## src/mac_reset_regs.vh

```
`ifndef MAC_RESET_REGS_VH
`define MAC_RESET_REGS_VH

// ------------------------------------------------------------
// register addresses
// ------------------------------------------------------------
`define ADDR_MAC_RESET_CLOCK_STATUS 7'h3b
`define ADDR_SOFTWARE_RESET_KEY 7'h3c
`define ADDR_SPI_OUTPUT_ERROR_INJECT 7'h3d

// ------------------------------------------------------------
// field positions and reset values
// ------------------------------------------------------------
`define BIT_OSCILLATOR_CLOCK_READY 0
`define BIT_CRYSTAL_CLOCK_READY 1
`define BIT_INJECT_ERROR_ENABLE 0
`define RST_MAC_RESET_CLOCK_STATUS 32'h00000003
`define RST_SPI_OUTPUT_ERROR_INJECT 32'h00000000

// ------------------------------------------------------------
// reset keys
// ------------------------------------------------------------
`define KEY_MAC_RESET_1 16'h4f1c
`define KEY_MAC_RESET_2 16'hc1f4
`define KEY_RELEASE_1 16'h6f1a
`define KEY_RELEASE_2 16'ha1f6

// ------------------------------------------------------------
// timing
// ------------------------------------------------------------
`define CS_MIN_HOLD_NS 100
`define CLK_SYS_PERIOD_NS 40
// least time rounds up
`define CS_MIN_HOLD_CYC ((`CS_MIN_HOLD_NS + `CLK_SYS_PERIOD_NS - 1) / `CLK_SYS_PERIOD_NS)

`endif

```

## src/mac_reset_ctrl.v

```verilog
`timescale 1ns/1ps
`default_nettype none
`include "mac_reset_regs.vh"

module mac_reset_ctrl #(
    parameter ADDR_W = 7,
    // crystal is called ready on the edge after it has shown this many edges
    parameter XTAL_EDGES = 8'h10
) (
    // clock and reset
    input wire clk_sys,
    input wire rst,
    input wire ce,
    // register access from the spi slave (same clock)
    input wire reg_wr,
    input wire reg_rd,
    input wire [ADDR_W-1:0] reg_addr,
    input wire [31:0] reg_wdata,
    output reg [31:0] reg_rdata,
    // spi slave state
    input wire spi_slave_in_reset,
    input wire cs_n_pin,
    // clock status and power control (async)
    input wire oscillator_clock_ready,
    input wire crystal_clock_pin,
    input wire software_power_down_bit,
    // mac core reset outputs
    output reg mac_core_reset,
    output reg mac_logic_reset,
    output reg core_on_oscillator,
    // error injection hooks on the output path
    input wire oa_data_xfer,
    input wire oa_ctrl_burst_wr,
    input wire oa_ctrl_rd,
    input wire generic_prot_rd,
    input wire echo_word_first,
    input wire footer_parity_in,
    input wire footer_ts_parity_in,
    input wire [31:0] echo_word_in,
    input wire [31:0] compl_word_in,
    input wire [7:0] check_byte_in,
    output reg footer_parity_out,
    output reg footer_ts_parity_out,
    output reg [31:0] echo_word_out,
    output reg [31:0] compl_word_out,
    output reg [7:0] check_byte_out
);
    // ------------------------------------------------------------
    // pin synchronisers
    // ------------------------------------------------------------
    wire cs_n_s;
    wire cs_rise;
    wire cs_fall;
    wire xtal_rise;
    wire osc_s;
    wire pd_s;

    // select idles high and the oscillator reads ready out of reset: no false edge, no zero status bit
    sync_edge #(.INIT(1'b1)) u_cs (
        .clk_sys(clk_sys), .rst(rst), .ce(ce), .d_async(cs_n_pin),
        .q(cs_n_s), .rise(cs_rise), .fall(cs_fall)
    );
    sync_edge u_xtal (
        .clk_sys(clk_sys), .rst(rst), .ce(ce), .d_async(crystal_clock_pin),
        .q(), .rise(xtal_rise), .fall()
    );
    sync_edge #(.INIT(1'b1)) u_osc (
        .clk_sys(clk_sys), .rst(rst), .ce(ce), .d_async(oscillator_clock_ready),
        .q(osc_s), .rise(), .fall()
    );
    sync_edge u_pd (
        .clk_sys(clk_sys), .rst(rst), .ce(ce), .d_async(software_power_down_bit),
        .q(pd_s), .rise(), .fall()
    );

    // ------------------------------------------------------------
    // crystal detection: a run of edges without a long gap
    // ------------------------------------------------------------
    reg [7:0] xtal_cnt_r;
    reg [3:0] xtal_gap_r;
    reg xtal_ready_r;

    // a stopped crystal drops the count, so ready follows the clock
    always @(posedge clk_sys) begin
        if (rst) begin
            xtal_cnt_r <= 8'h00;
            xtal_gap_r <= 4'h0;
            xtal_ready_r <= 1'b0;
        end else if (ce) begin
            if (xtal_rise) begin
                xtal_gap_r <= 4'h0;
                if (xtal_cnt_r != XTAL_EDGES)
                    xtal_cnt_r <= xtal_cnt_r + 8'h01;
                else
                    xtal_ready_r <= 1'b1;
            end else if (xtal_gap_r == 4'hf) begin
                xtal_cnt_r <= 8'h00;
                xtal_ready_r <= 1'b0;
            end else begin
                xtal_gap_r <= xtal_gap_r + 4'h1;
            end
        end
    end

    // ------------------------------------------------------------
    // key sequence state machine
    // ------------------------------------------------------------
    localparam ST_IDLE = 3'b001;
    localparam ST_RST1 = 3'b010;
    localparam ST_REL1 = 3'b100;

    reg [2:0] key_st_r;
    reg [2:0] key_st_nxt;
    reg logic_rst_pend_r;
    reg release_req_r;
    reg [7:0] cs_low_cnt_r;
    reg inject_r;
    localparam [31:0] INJ_RST = `RST_SPI_OUTPUT_ERROR_INJECT;

    wire key_wr = reg_wr && (reg_addr == `ADDR_SOFTWARE_RESET_KEY);
    wire [15:0] key = reg_wdata[15:0];
    wire pair_rst = key_wr && (key_st_r == ST_RST1) && (key == `KEY_MAC_RESET_2);
    wire pair_rel = key_wr && (key_st_r == ST_REL1) && (key == `KEY_RELEASE_2);
    wire cs_long = (cs_low_cnt_r >= `CS_MIN_HOLD_CYC);

    // any other key write breaks a pair in progress
    always @* begin
        key_st_nxt = key_st_r;
        if (key_wr) begin
            case (key)
                `KEY_MAC_RESET_1: key_st_nxt = ST_RST1;
                `KEY_RELEASE_1: key_st_nxt = ST_REL1;
                default: key_st_nxt = ST_IDLE;
            endcase
        end
    end

    // chip-select low time, counted for the minimum hold check
    always @(posedge clk_sys) begin
        if (rst) begin
            cs_low_cnt_r <= 8'h00;
        end else if (ce) begin
            if (cs_fall)
                cs_low_cnt_r <= 8'h01; // the falling cycle is already a low cycle
            else if (!cs_n_s && cs_low_cnt_r != 8'hff)
                cs_low_cnt_r <= cs_low_cnt_r + 8'h01;
        end
    end

    // key state, pending reset and core release
    always @(posedge clk_sys) begin
        if (rst) begin
            key_st_r <= ST_IDLE;
            logic_rst_pend_r <= 1'b0;
            release_req_r <= 1'b0;
            mac_logic_reset <= 1'b0;
            mac_core_reset <= 1'b1;
            core_on_oscillator <= 1'b0;
        end else if (ce) begin
            case (key_st_r)
                ST_IDLE, ST_RST1, ST_REL1: key_st_r <= key_st_nxt;
                default: key_st_r <= ST_IDLE;
            endcase
            // fires on chip select rising, only after a long enough frame
            mac_logic_reset <= 1'b0;
            if (logic_rst_pend_r && cs_rise) begin
                logic_rst_pend_r <= 1'b0;
                mac_logic_reset <= cs_long && !pd_s;
            end
            // a pair landing with a rise wins and waits for the next rise
            if (pair_rst && !pd_s)
                logic_rst_pend_r <= 1'b1;
            if (pair_rel)
                release_req_r <= 1'b1;
            // crystal wins whenever present; oscillator release is the fallback
            if (xtal_ready_r) begin
                mac_core_reset <= 1'b0;
                core_on_oscillator <= 1'b0;
            end else if (release_req_r && osc_s) begin
                mac_core_reset <= 1'b0;
                core_on_oscillator <= 1'b1;
            end else begin
                mac_core_reset <= 1'b1;
                core_on_oscillator <= 1'b0;
            end
        end
    end

    // ------------------------------------------------------------
    // error-inject register and read data
    // ------------------------------------------------------------
    always @(posedge clk_sys) begin
        if (rst) begin
            inject_r <= INJ_RST[`BIT_INJECT_ERROR_ENABLE];
            reg_rdata <= 32'h00000000;
        end else if (ce) begin
            if (reg_wr && reg_addr == `ADDR_SPI_OUTPUT_ERROR_INJECT)
                inject_r <= reg_wdata[`BIT_INJECT_ERROR_ENABLE];
            if (reg_rd) begin
                // the host must not burst into the status word
                if (spi_slave_in_reset)
                    reg_rdata <= 32'h00000000;
                else if (reg_addr == `ADDR_MAC_RESET_CLOCK_STATUS)
                    reg_rdata <= {30'h0, !mac_core_reset && !core_on_oscillator, osc_s};
                else if (reg_addr == `ADDR_SPI_OUTPUT_ERROR_INJECT)
                    reg_rdata <= {31'h0, inject_r};
                else
                    reg_rdata <= 32'h00000000;
            end
        end
    end

    // ------------------------------------------------------------
    // output path corruption, registered toward the shifter
    // ------------------------------------------------------------
    always @(posedge clk_sys) begin
        if (rst) begin
            footer_parity_out <= 1'b0;
            footer_ts_parity_out <= 1'b0;
            echo_word_out <= 32'h00000000;
            compl_word_out <= 32'h00000000;
            check_byte_out <= 8'h00;
        end else if (ce) begin
            footer_parity_out <= footer_parity_in ^ (inject_r & oa_data_xfer);
            footer_ts_parity_out <= footer_ts_parity_in ^ (inject_r & oa_data_xfer);
            echo_word_out <= echo_word_in ^ {inject_r & oa_ctrl_burst_wr & !echo_word_first, 31'h0};
            compl_word_out <= compl_word_in ^ {inject_r & oa_ctrl_rd, 31'h0};
            check_byte_out <= check_byte_in ^ {8{inject_r & generic_prot_rd}};
        end
    end
endmodule // mac_reset_ctrl

`default_nettype wire

```

## src/sync_edge.v

```verilog
`timescale 1ns/1ps
`default_nettype none

// two-flop synchroniser with edge detection on the second stage
module sync_edge #(
    // level the stages take in reset; match the pin's idle level to avoid a false edge
    parameter INIT = 1'b0
) (
    // clock
    input wire clk_sys,
    input wire rst,
    input wire ce,
    // async level
    input wire d_async,
    // synchronised level and edges
    output wire q,
    output wire rise,
    output wire fall
);
    reg s1_r;
    reg s2_r;
    reg s3_r;

    // s1 feeds only s2; edges come from s2 against s3
    always @(posedge clk_sys) begin
        if (rst) begin
            s1_r <= INIT;
            s2_r <= INIT;
            s3_r <= INIT;
        end else if (ce) begin
            s1_r <= d_async;
            s2_r <= s1_r;
            s3_r <= s2_r;
        end
    end

    assign q = s2_r;
    assign rise = ce & s2_r & ~s3_r;
    assign fall = ce & ~s2_r & s3_r;
endmodule // sync_edge

`default_nettype wire

```

## config.mk

```make
export PLATFORM = sky130hd
export DESIGN_NAME = mac_reset_ctrl
export DESIGN_NICKNAME = d
export VERILOG_FILES = /design/src/mac_reset_ctrl.v /design/src/sync_edge.v
export VERILOG_INCLUDE_DIRS = /design/src
export SDC_FILE = /design/constraint.sdc
export NUM_CORES = 1
export LEC_CHECK = 0
export BUFFER_PORTS_ARGS = -buffer_cell sky130_fd_sc_hd__buf_2
export CAP_MARGIN = 40
export CORE_MARGIN = 1.5
export CORE_UTILIZATION = 50
export DETAILED_ROUTE_END_ITERATION = 8
export PLACE_DENSITY = 0.95
export SLEW_MARGIN = 20
export SYNTH_ARGS = -nofsm -noshare
export SYNTH_HDL_FRONTEND = slang
export SYNTH_SLANG_ARGS = --single-unit
```

## constraint.sdc

```tcl
create_clock -name clk_sys -period 4.7 [get_ports clk_sys]
set_input_delay 1.41 -clock clk_sys [delete_from_list [all_inputs] [get_ports clk_sys]]
set_output_delay 1.41 -clock clk_sys [all_outputs]
set_load 0.02 [all_outputs]
```

**After elaboration in Yosys (flattened, before gate mapping)**

Index checks and enable logic that the tools add are counted.

- $add $sub $neg: 3
- Multiply operators: 0
- Divide/modulo/power cells: 0
- Magnitude comparators: 1
- Eq/ne operators: 17
- Shift operators: 0
- Multiplexer cells: 23
- Bitwise logic cells: 19
- Reductions and logical operators: 30

Operator list:

| cell | count |
|---|---|
| $xor 32x32->32 | 2 |
| $mux 8 | 5 |
| $eq 16x15->1 const B | 2 |
| $eq 16x16->1 const B | 2 |
| $eq 7x6->1 const B | 3 |
| $add 8x1->8 const B | 2 |
| $reduce_and 2->1 | 7 |
| $logic_and 1x1->1 | 12 |
| $and 1x1->1 | 11 |
| $mux 1 | 11 |
| $ge 8x2->1 const B | 1 |
| $mux 4 | 2 |
| $ne 8x5->1 const B | 1 |
| $ne 8x8->1 const B | 1 |
| $xor 8x8->8 | 1 |
| $mux 3 | 2 |
| $ne 2x2->1 const B | 3 |
| $pmux 3 s2 | 1 |
| $reduce_and 3->1 | 2 |
| $reduce_bool 2->1 | 3 |
| $logic_not 1->1 | 5 |
| $add 4x1->4 const B | 1 |
| $eq 4x4->1 const B | 1 |
| $mux 2 | 2 |
| 7 further kinds | 10 |

- Bits in registers: 146
- Latch bits: 0
- Memory bits (writable): 0
- Memory bits (read-only): 0
- Bits of input ports: 128
- Output and inout bits: 109
- Word-level logic and storage cells: 120
- Memories kept: 0

**Depth between registers and ports, before layout**

Gate-level depths: netlist (run 1).

- Depth in word-level cells: 7
- Gate-level depth with buffers: 6
- Depth with buffers taken out: 6

**Modules after synthesis**

From an unflattened synthesis (run 1), not the netlist that was laid out.

- Cells, all modules: 556
- Area total of the unflattened synthesis: 5240.0 µm²

By module, submodules not included:

| module | instances | cells each | area an instance (µm²) | seq. area each (µm²) |
|---|---|---|---|---|
| mac_reset_ctrl | 1 | 508 | 4764.6 | 2122.0 |
| sync_edge (u_cs ...) | 2 | 12 | 121.4 | 60.1 |
| sync_edge (u_pd ...) | 2 | 12 | 116.4 | 60.1 |

**Worst setup path before layout (run 1)**

OpenSTA, ideal clock, no wires.

- Kind: input to register
- Start point: in reg_wdata[5]
- End point: reg key_st_r[1]
- Library setup time: 0.088 ns
- Arrival: 2.474 ns
- Required time: 4.612 ns
- Setup slack: 2.138 ns
- Stages on the path: 4
- Path buffers: 0
- Path through: or4b_1 > nor4_2 > nand3_1 > o32ai_2

- Word-level cells in the longest chain between the ends: 4
- Elaborated cells between the ends (all ways): 5
- Those cells by class: 2 x eq/ne; 3 x mux

Ends and longest elaborated chain:

| element | line | RTL |
|---|---|---|
| from (decl) | mac_reset_ctrl.v:18 | `input wire [31:0] reg_wdata,` |
| $eq 16x15->1 | mac_reset_ctrl.v:130 | `case (key)` |
| $pmux 3 s2 (*) | mac_reset_ctrl.v:130 |  |
| $mux 3 (*) | mac_reset_ctrl.v:129 | `if (key_wr) begin` |
| $mux 3 (*) | mac_reset_ctrl.v:160 | `case (key_st_r)` |
| to (signal assigned) | mac_reset_ctrl.v:161 | `ST_IDLE, ST_RST1, ST_REL1: key_st_r <= key_st_nxt;` |
| to (decl) | mac_reset_ctrl.v:112 | `reg [2:0] key_st_r;` |

Every way passes the cells marked *; elsewhere a longest branch is shown, timed or not. The select of a mux whose other input is x is not followed.
A chain may end at the register's enable or synchronous reset.

**Final worst setup path (run 1)**

- Start point: reg core_on_oscillator
- End point: out core_on_oscillator

RTL lines:

| element | line | RTL |
|---|---|---|
| from (decl) | mac_reset_ctrl.v:30 | `output reg core_on_oscillator,` |
| from (signal assigned) | mac_reset_ctrl.v:158 | `core_on_oscillator <= 1'b0;` |
| from (signal assigned) | mac_reset_ctrl.v:178 | `core_on_oscillator <= 1'b0;` |
| from (signal assigned) | mac_reset_ctrl.v:181 | `core_on_oscillator <= 1'b1;` |

No word-level cell between the ends.

==> results.yml, run 1 <==
power:
  p_per_area_mw_per_mm2: 393.2
  power.leakage_uw: 0.003082
  peakVddDrop_mv: 0.2682
global_route:
  grt_busiest_layer: "met2"
  grt_use_met2_pct: 38.87
  use_met1_pct: 22.72
  grt_max_degree: 66
  grt_pass1_vias: 4133
  grt_use_total_pct: 21.09
  overflow: 0
  use_met3_pct: 6.384
  grt_pass1_wl_mm: 17.72
  antenna_found_initial: 0
critical_path:
  critPathLaunchType: "flip-flop"
  cp_max_fo: 3
  cp-end-kind: "output pin"
  critPathKind: "reg -> out"
  crit_arrival_ns: 1.05
  cp_data_required_time_ns: 3.29
  reg2reg_slack_ns: 2.88
  path_depth: 1
  cp_slowest_cell: "dfxtp_1"
  cp_top_family: "flip-flops"
  worstPathCellList: "buf_2"
  max_stage_delay_ns: 0.38
  rr_worst_depth: 5
  critPathBufInv: 1
route:
  drc: 0
  dr.pass1.iters: 4
  vias: 4386
  wl_per_cell_um: 13.25
  vias_per_cell: 5.094
  routed_wl_mm: 11.40
  drt-initial-drc-count: 82
  ant_nets: 0
sta:
  setup_viol: 0
  fmax_ghz: 0.4060
  fin_skew_ns: 0.009952
  hold_violations: 0
  final.period_utilization_pct: 52.41
  timing.slew.headroom_pct: 56.28
  tightest_slew_ns: 0.6558
  finalCriticalPeriod_ns: 2.463
  rsz0062_at_grt: "no"
  hold_ws_ns: 0.4574
  tns_ns: 0
  finalMaxSlewViolations: 0
die:
  coreArea_mm2: 0.009774
  dieHeight_um: 103.2
  start_util_pct: 51.34
  rows: 36
  fp.dieW_um: 103.2
  die_area_mm2: 0.01065
  ios: 237
synth:
  synth_largest_area_cell: "dfxtp_1"
  synth_edf_count: 0
  yosysMostFrequentCell: "dfxtp_1"
  async_flop_share_pct: 0
  synthTopCellsByArea: "dfxtp_1, mux2i_1, nor2_1, buf_4, a21oi_1"
  syn_avg_cell_area_um2: 9.451
  synth-seq-cells: 116
  seq_area_frac_synth_pct: 46.27
  yosysTopAreaCellShare_pct: 46.27
  netlist_instances: 531
  syn-cell-area_mm2: 0.005019
  yosysWarnings: 0
  synth_cell_types: 55
  yosys-top-cells-count: "dfxtp_1, nor2_1, mux2i_1"
  synth_ff_type: "dfxtp_1"
clock_network:
  cts-root-buf: "clkbuf_8"
  cts_resized: 0
  cts_buffers: 17
  cts_buffer_depth: 2
  clock_latency_ns: 0.49
  h-tree-depth: 4
  cts_hold_buf: 0
  clk_pin_slew_ns: 0.06
  postCtsSetupRepairBufs: 0
  cts_tree: "yes"
  cts.sink_count: 116
finish:
  drive_gt1_share_pct: 32.01
  nFillCells: 776
  layout.area.seq_mm2: 0.002322
  antenna_cells: 0
  syn_to_final_growth_pct: 29.87
  multi_input_area_mm2: 0.002425
  fin_nets: 847
hold_path:
  worstHoldPathCells: 2
  hp-class: "reg -> reg"
placed_design:
  dp_hpwl_mm: 8.126
  gp_congestion: 0.8103
  io_buffers: 190
run:
  maxCapViolations: 0
outcome:
  status: "completed"
final timing paths:
path,from,to
worst max-delay path,core_on_oscillator$_SDFFE_PP0P_,core_on_oscillator
worst min-delay path,reg_rdata[1]$_SDFFE_PP0P_,reg_rdata[1]$_SDFFE_PP0P_
worst max register to register,xtal_gap_r[0]$_SDFFE_PP0P_,xtal_cnt_r[4]$_SDFFE_PP0P_
worst min register to register,reg_rdata[1]$_SDFFE_PP0P_,reg_rdata[1]$_SDFFE_PP0P_
worst min-delay path, delay by kind of cell, from the launching register on:
family | cells | cell delay, ns
AND/OR/NAND/NOR | 1 | 0.05
AO/OA/AOI/OAI | 1 | 0.05
flip-flops | 1 | 0.30
sequential cells by signal, indices dropped and copies added (netlist names), 2 cells and up:
| name | cells |
|---|---|
| key_st_r | 3 |
| xtal_cnt_r | 8 |
| xtal_gap_r | 4 |
| check_byte_out | 8 |
| compl_word_out | 32 |
| reg_rdata | 2 |
| cs_low_cnt_r | 8 |
| echo_word_out | 32 |
power breakdown:
group | internal [uW] | switching (uW)
logic | 114 | 175
clock network | 759 | 459
registers | 1030 | 25.2
final cells by class:
type                            instances  area share, %
Multi-Input combinational cell        379          37.20
Sequential cell                       116          35.63
Timing Repair Buffer                  194          15.43
Clock buffer                           18          6.412
Tap cell                              133          2.553
Clock inverter                         14          2.361
Inverter                                7         0.4031
stage by stage:
stage / total power, uW / setup WS, ns / cell area [um^2] / std cells / util (%)
3_5_place_dp: 1362 / 1.695 / 5918 / 828 / 60.55
4_1_cts: 2587 / 2.212 / 6490 / 860 / 66.40
3_3_place_gp: 1353 / 1.697 / 5918 / 828 / 60.55
6_report: 2562 / 2.237 / 6518 / 861 / 66.68
5_1_grt: 2673 / 2.175 / 6518 / 861 / 66.68
2_1_floorplan: 1271 / 2.138 / 5127 / 560 / -
cell usage in the layout, fill, tap and decap left out, types with 3 or more instances in the layout:
master      count
buf_2         188
dfxtp_1       116
nor2_1         87
mux2i_1        69
conb_1         30
nand2_1        26
a21oi_1        23
o21ai_0        16
clkbuf_16      16
a211oi_1       14
xor2_1         13
or3_1           9
inv_1           7
nand4_1         7
nor2b_1         7
nand3_1         7
nand4b_1        5
a211o_1         5
buf_4           5
nand3b_1        4
nor4b_1         4
or4_1           4
ha_1            4
clkinv_4        4
nor3_1          3
and3_1          3
nand2b_1        3
o31ai_1         3
nor4_1          3
inv_6           3
clkinvlp_4      3
cell families (layout without fill, tap and decap cells):
logic type	Yosys count	after routing	share of synthesized area [%]
AOI/OAI and AO/OA	77	77	10.32
xor gates and xnor gates	14	14	2.443
adders and majority gates	4	4	0.9973
buffers and inverters	65	233	7.579
DFF	116	116	46.27
muxes	69	69	13.76
other	1	30	0.07472
and+or+nand+nor	185	185	18.55
routing by layer:
| layer | up-vias | part of all wire (%) |
|---|---|---|
| met5 | - | 0 |
| met4 | 0 | 1.4 |
| met3 | 16 | 6.0 |
| met2 | 166 | 51 |
| met1 | 2030 | 42 |
| li1 | 2174 | - |
(Power assumes the default switching activity.)
==> run 2, diff against run 1 <==
--- a/config.mk
+++ b/config.mk
@@ -9,9 +9,9 @@
 export BUFFER_PORTS_ARGS = -buffer_cell sky130_fd_sc_hd__buf_2
 export CAP_MARGIN = 40
 export CORE_MARGIN = 1.5
-export CORE_UTILIZATION = 50
+export CORE_UTILIZATION = 47
 export DETAILED_ROUTE_END_ITERATION = 8
-export PLACE_DENSITY = 0.95
+export PLACE_DENSITY = 0.93
 export SLEW_MARGIN = 20
 export SYNTH_ARGS = -nofsm -noshare
 export SYNTH_HDL_FRONTEND = slang
==> constraint.sdc (replaced) <==
create_clock -name clk_sys -period 2.46 [get_ports clk_sys]
set_input_delay 0.738 -clock clk_sys [delete_from_list [all_inputs] [get_ports clk_sys]]
set_output_delay 0.738 -clock clk_sys [all_outputs]
set_load 0.02 [all_outputs]
==> results.yml, run 2 (synthesis results as in run 1) <==
sta:
  rsz0062_at_grt: "no"
  hold_ws_ns: 0.4439
  tightest_slew_ns: 0.5956
  final.period_utilization_pct: 75.42
  fin_skew_ns: 0.005560
  hold_violations: 0
  fmax_ghz: 0.5390
  tns_ns: 0
  timing.slew.headroom_pct: 60.21
  finalCriticalPeriod_ns: 1.855
  finalMaxSlewViolations: 0
  setup_viol: 0
power:
  power.leakage_uw: 0.003143
  peakVddDrop_mv: 0.4743
  p_per_area_mw_per_mm2: 804.2
die:
  rows: 37
  die_area_mm2: 0.01131
  dieHeight_um: 106.3
  coreArea_mm2: 0.01032
  ios: 237
  fp.dieW_um: 106.3
  start_util_pct: 48.61
finish:
  layout.area.seq_mm2: 0.002322
  drive_gt1_share_pct: 32.33
  layout_commonest_cell: "buf_2"
  nFillCells: 823
  antenna_cells: 0
  layout_common_cells: "buf_2, dfxtp_1, nor2_1"
  reg_top3: "compl_word_out: 32 flops, echo_word_out: 32 flops"
  multi_input_area_mm2: 0.002425
  syn_to_final_growth_pct: 32.41
  layoutNonFillerInstCount: 866
  fin_nets: 849
clock_network:
  cts_buffers: 17
  cts_resized: 0
  clk_pin_slew_ns: 0.06
  h-tree-depth: 4
  clock_latency_ns: 0.50
  cts_buffer_depth: 2
  cts_hold_buf: 0
  postCtsSetupRepairBufs: 0
  cts_tree: "yes"
  cts.sink_count: 116
  cts-root-buf: "clkbuf_8"
global_route:
  grt_pass1_wl_mm: 18.28
  overflow: 0
  grt_pass1_vias: 4154
  grt_max_degree: 48
  antenna_found_initial: 0
  grt_use_total_pct: 20.20
critical_path:
  r2r_end: "xtal_cnt_r[2]$_SDFFE_PP0P_"
  cp_data_required_time_ns: 2.89
  rr_worst_depth: 5
  crit_arrival_ns: 2.28
  reg2reg_slack_ns: 0.60
  cp-end-kind: "flip-flop"
  critPathLaunchType: "flip-flop"
  cp_max_fo: 7
  critPathKind: "reg -> reg"
  rr_startpoint: "xtal_gap_r[0]$_SDFFE_PP0P_"
hold_path:
  hp-class: "in -> reg"
  worstHoldPathCells: 2
  hold_start: "cs_n_pin"
  whs_endpoint: "u_cs.s1_r$_SDFFE_PP1P_"
route:
  dr.pass1.iters: 4
  vias: 4386
  routed_wl_mm: 11.57
  ant_nets: 0
  drt-initial-drc-count: 178
  vias_per_cell: 5.065
  wl_per_cell_um: 13.35
  drc: 0
placed_design:
  gp_congestion: 0.7811
  dp.cells: 834
  dp_hpwl_mm: 8.150
  io_buffers: 190
run:
  maxCapViolations: 0
outcome:
  status: "completed"
==> run 2: worst max-delay path: stages (launching register included) <==
cell	delay, ns
dfxtp_1	0.40
ha_1	0.24
and3_1	0.34
o21ai_2	0.15
or4_1	0.50
a21oi_1	0.15
==> run 2: report_power, final <==
| part | switching, uW | internal [uW] |
|---|---|---|
| Combinational | 335 | 220 |
| Clock | 882 | 1890 |
| Sequential | 49.8 | 1970 |
==> run 2: worst max-delay path by stage <==
stage                                          start                    endpoint  slack (ns)  cells after the start
after global placement                  reg_wdata[0]    key_st_r[1]$_SDFFE_PP0P_        0.34                      5
after CTS                 xtal_gap_r[0]$_SDFFE_PP0P_  xtal_cnt_r[2]$_SDFFE_PP0P_        0.62                      5
final                     xtal_gap_r[0]$_SDFFE_PP0P_  xtal_cnt_r[2]$_SDFFE_PP0P_        0.60                      5
after detailed placement                reg_wdata[0]    key_st_r[1]$_SDFFE_PP0P_        0.34                      5
after global routing      xtal_gap_r[0]$_SDFFE_PP0P_  xtal_cnt_r[0]$_SDFFE_PP0P_        0.51                      5
after floorplan                         reg_wdata[5]    key_st_r[1]$_SDFFE_PP0P_        0.57                      4
==> run 2: cell type report <==
class                   instances  area share, %
repair buffers                196          15.44
multi-input cells             379          36.49
well taps                     136          2.561
flip-flops and latches        116          34.95
clock inverters                14          3.728
inverters                       7         0.3954
clock buffers                  18          6.439
==> run 2: routing by layer <==
metal  GRT usage, %  wire, um
met5              0         0
met1          22.23      4820
met2          35.76      5723
met3          6.376       894
met4          8.398       127
==> run 2: stage by stage <==
step	utilization, %	setup slack (ns)	total power (uW)	cell area, um^2
final	64.37	0.6046	5344	6645
after floorplan	-	0.5701	2429	5127
after CTS	64.37	0.6202	5396	6645
after global routing	64.37	0.5105	5523	6645
after detailed placement	57.82	0.3390	2609	5969
after global placement	57.82	0.3430	2592	5969
==> run 3, diff against run 2 <==
==> constraint.sdc (replaced) <==
create_clock -name clk_sys -period 1.8 [get_ports clk_sys]
set_input_delay 0.54 -clock clk_sys [delete_from_list [all_inputs] [get_ports clk_sys]]
set_output_delay 0.54 -clock clk_sys [all_outputs]
set_load 0.02 [all_outputs]
==> results.yml, run 3 (synthesis results as in run 1) <==
sta:
  rsz0062_at_grt: "no"
  setup_viol: 0
  hold_violations: 0
  final.period_utilization_pct: 95.35
  fin_skew_ns: 0.006795
  fmax_ghz: 0.5827
  finalCriticalPeriod_ns: 1.716
  setup_slack_ns: 0.08372
  finalMaxSlewViolations: 0
placed_design:
  io_buffers: 190
  dp.cells: 844
  gp_congestion: 0.8144
  dp_hpwl_mm: 8.481
  dp_slack_ns: -0.1109
hold_path:
  hp-class: "in -> reg"
critical_path:
  critPathBufInv: 0
  cp_slowest_cell: "or4_1"
  max_stage_delay_ns: 0.50
  cp_data_required_time_ns: 2.23
  critPathLaunchType: "flip-flop"
  critPathKind: "reg -> reg"
  cp-end-kind: "flip-flop"
  cp_top_family: "simple AND/OR/NAND/NOR gates"
  cp_max_fo: 7
  worstPathCellList: "ha_1 -> and3_2 -> o21ai_2 -> or4_1 -> a21oi_1"
  crit_arrival_ns: 2.15
clock_network:
  cts_buffer_depth: 2
  clock_latency_ns: 0.50
  h-tree-depth: 4
  clk_pin_slew_ns: 0.06
  cts.sink_count: 116
  cts-root-buf: "clkbuf_8"
  cts_buffers: 17
  cts_hold_buf: 0
  cts_resized: 0
  postCtsSetupRepairBufs: 0
  cts_tree: "yes"
finish:
  layoutNonFillerInstCount: 876
  fin_nets: 859
  nFillCells: 804
  layout_common_cells: "buf_2, dfxtp_1, nor2_1"
  antenna_cells: 0
  layout_commonest_cell: "buf_2"
  syn_to_final_growth_pct: 33.41
  drive_gt1_share_pct: 33.51
  reg_top3: "compl_word_out: 32 flops, echo_word_out: 32 flops"
outcome:
  status: "completed"
die:
  coreArea_mm2: 0.01032
  fp.dieW_um: 106.3
  die_area_mm2: 0.01131
  start_util_pct: 48.61
  rows: 37
  dieHeight_um: 106.3
  ios: 237
route:
  ant_nets: 0
  wl_per_cell_um: 13.52
  vias_per_cell: 5.066
  dr.pass1.iters: 4
  vias: 4438
  drt-initial-drc-count: 163
  routed_wl_mm: 11.84
  drc: 0
run:
  maxCapViolations: 0
global_route:
  grt_pass1_vias: 4265
  use_met3_pct: 8.216
  grt_max_degree: 59
  grt_busiest_layer: "met2"
  antenna_found_initial: 0
  grt_use_total_pct: 21.03
  grt_use_met2_pct: 37.42
  overflow: 0
  use_met1_pct: 22.82
  grt_pass1_wl_mm: 19.06
power:
  peakVddDrop_mv: 0.7302
  power.leakage_uw: 0.003186
  p_per_area_mw_per_mm2: 1063
[run 3: path summary, 6_finish.rpt]
| path | startpoint | end | slack [ns] | cells after the start |
|---|---|---|---|---|
| worst min-delay path | cs_n_pin | u_cs.s1_r$_SDFFE_PP1P_ | 0.24 | 2 |
| worst max-delay path | xtal_gap_r[0]$_SDFFE_PP0P_ | xtal_cnt_r[4]$_SDFFE_PP0P_ | 0.08 | 5 |
| worst max register to register | xtal_gap_r[0]$_SDFFE_PP0P_ | xtal_cnt_r[4]$_SDFFE_PP0P_ | 0.08 | 5 |
| worst min register to register | u_osc.s1_r$_SDFFE_PP1P_ | u_osc.q$_SDFFE_PP1P_ | 0.46 | 1 |
[run 3: area by class of cell]
class                      count  area (um^2)  area share (%)
inverter                       7        26.28          0.3925
timing repair buffer         206         1114           16.63
tap                          136        170.2           2.542
clock buffer                  17        414.1           6.186
sequential                   116         2322           34.69
multi-input combinational    379         2431           36.31
clock inverter                15        217.7           3.252
[run 3: power breakdown]
group	total [uW]	leakage [uW]	internal, uW	switching, uW
Sequential	2760	0.000953	2690	67.0
Clock	3580	0.000312	2290	1290
Combinational	776	0.00192	313	463
Total	7120	0.00319	5300	1820
[run 3: metal layers]
layer	vias up	share of wire [%]	routed length [um]
met4	0	0.90	107
met3	10	8.0	944
met1	2043	41	4877
li1	2203	-	-
met5	-	0	0
met2	182	50	5912
[run 3: through the flow]
stage | hold slack [ns] | utilization (%) | instance area [um^2] | power, uW | TNS [ns]
after floorplan | 0.4314 | - | 5127 | 3320 | 0
after global placement | 0.4394 | 58.67 | 6057 | 3558 | -0.1703
after detailed placement | 0.4526 | 58.67 | 6057 | 3583 | -0.2277
after CTS | 0.2165 | 64.79 | 6689 | 7181 | 0
after global routing | 0.2170 | 64.85 | 6695 | 7377 | 0
final | 0.2441 | 64.85 | 6695 | 7116 | 0
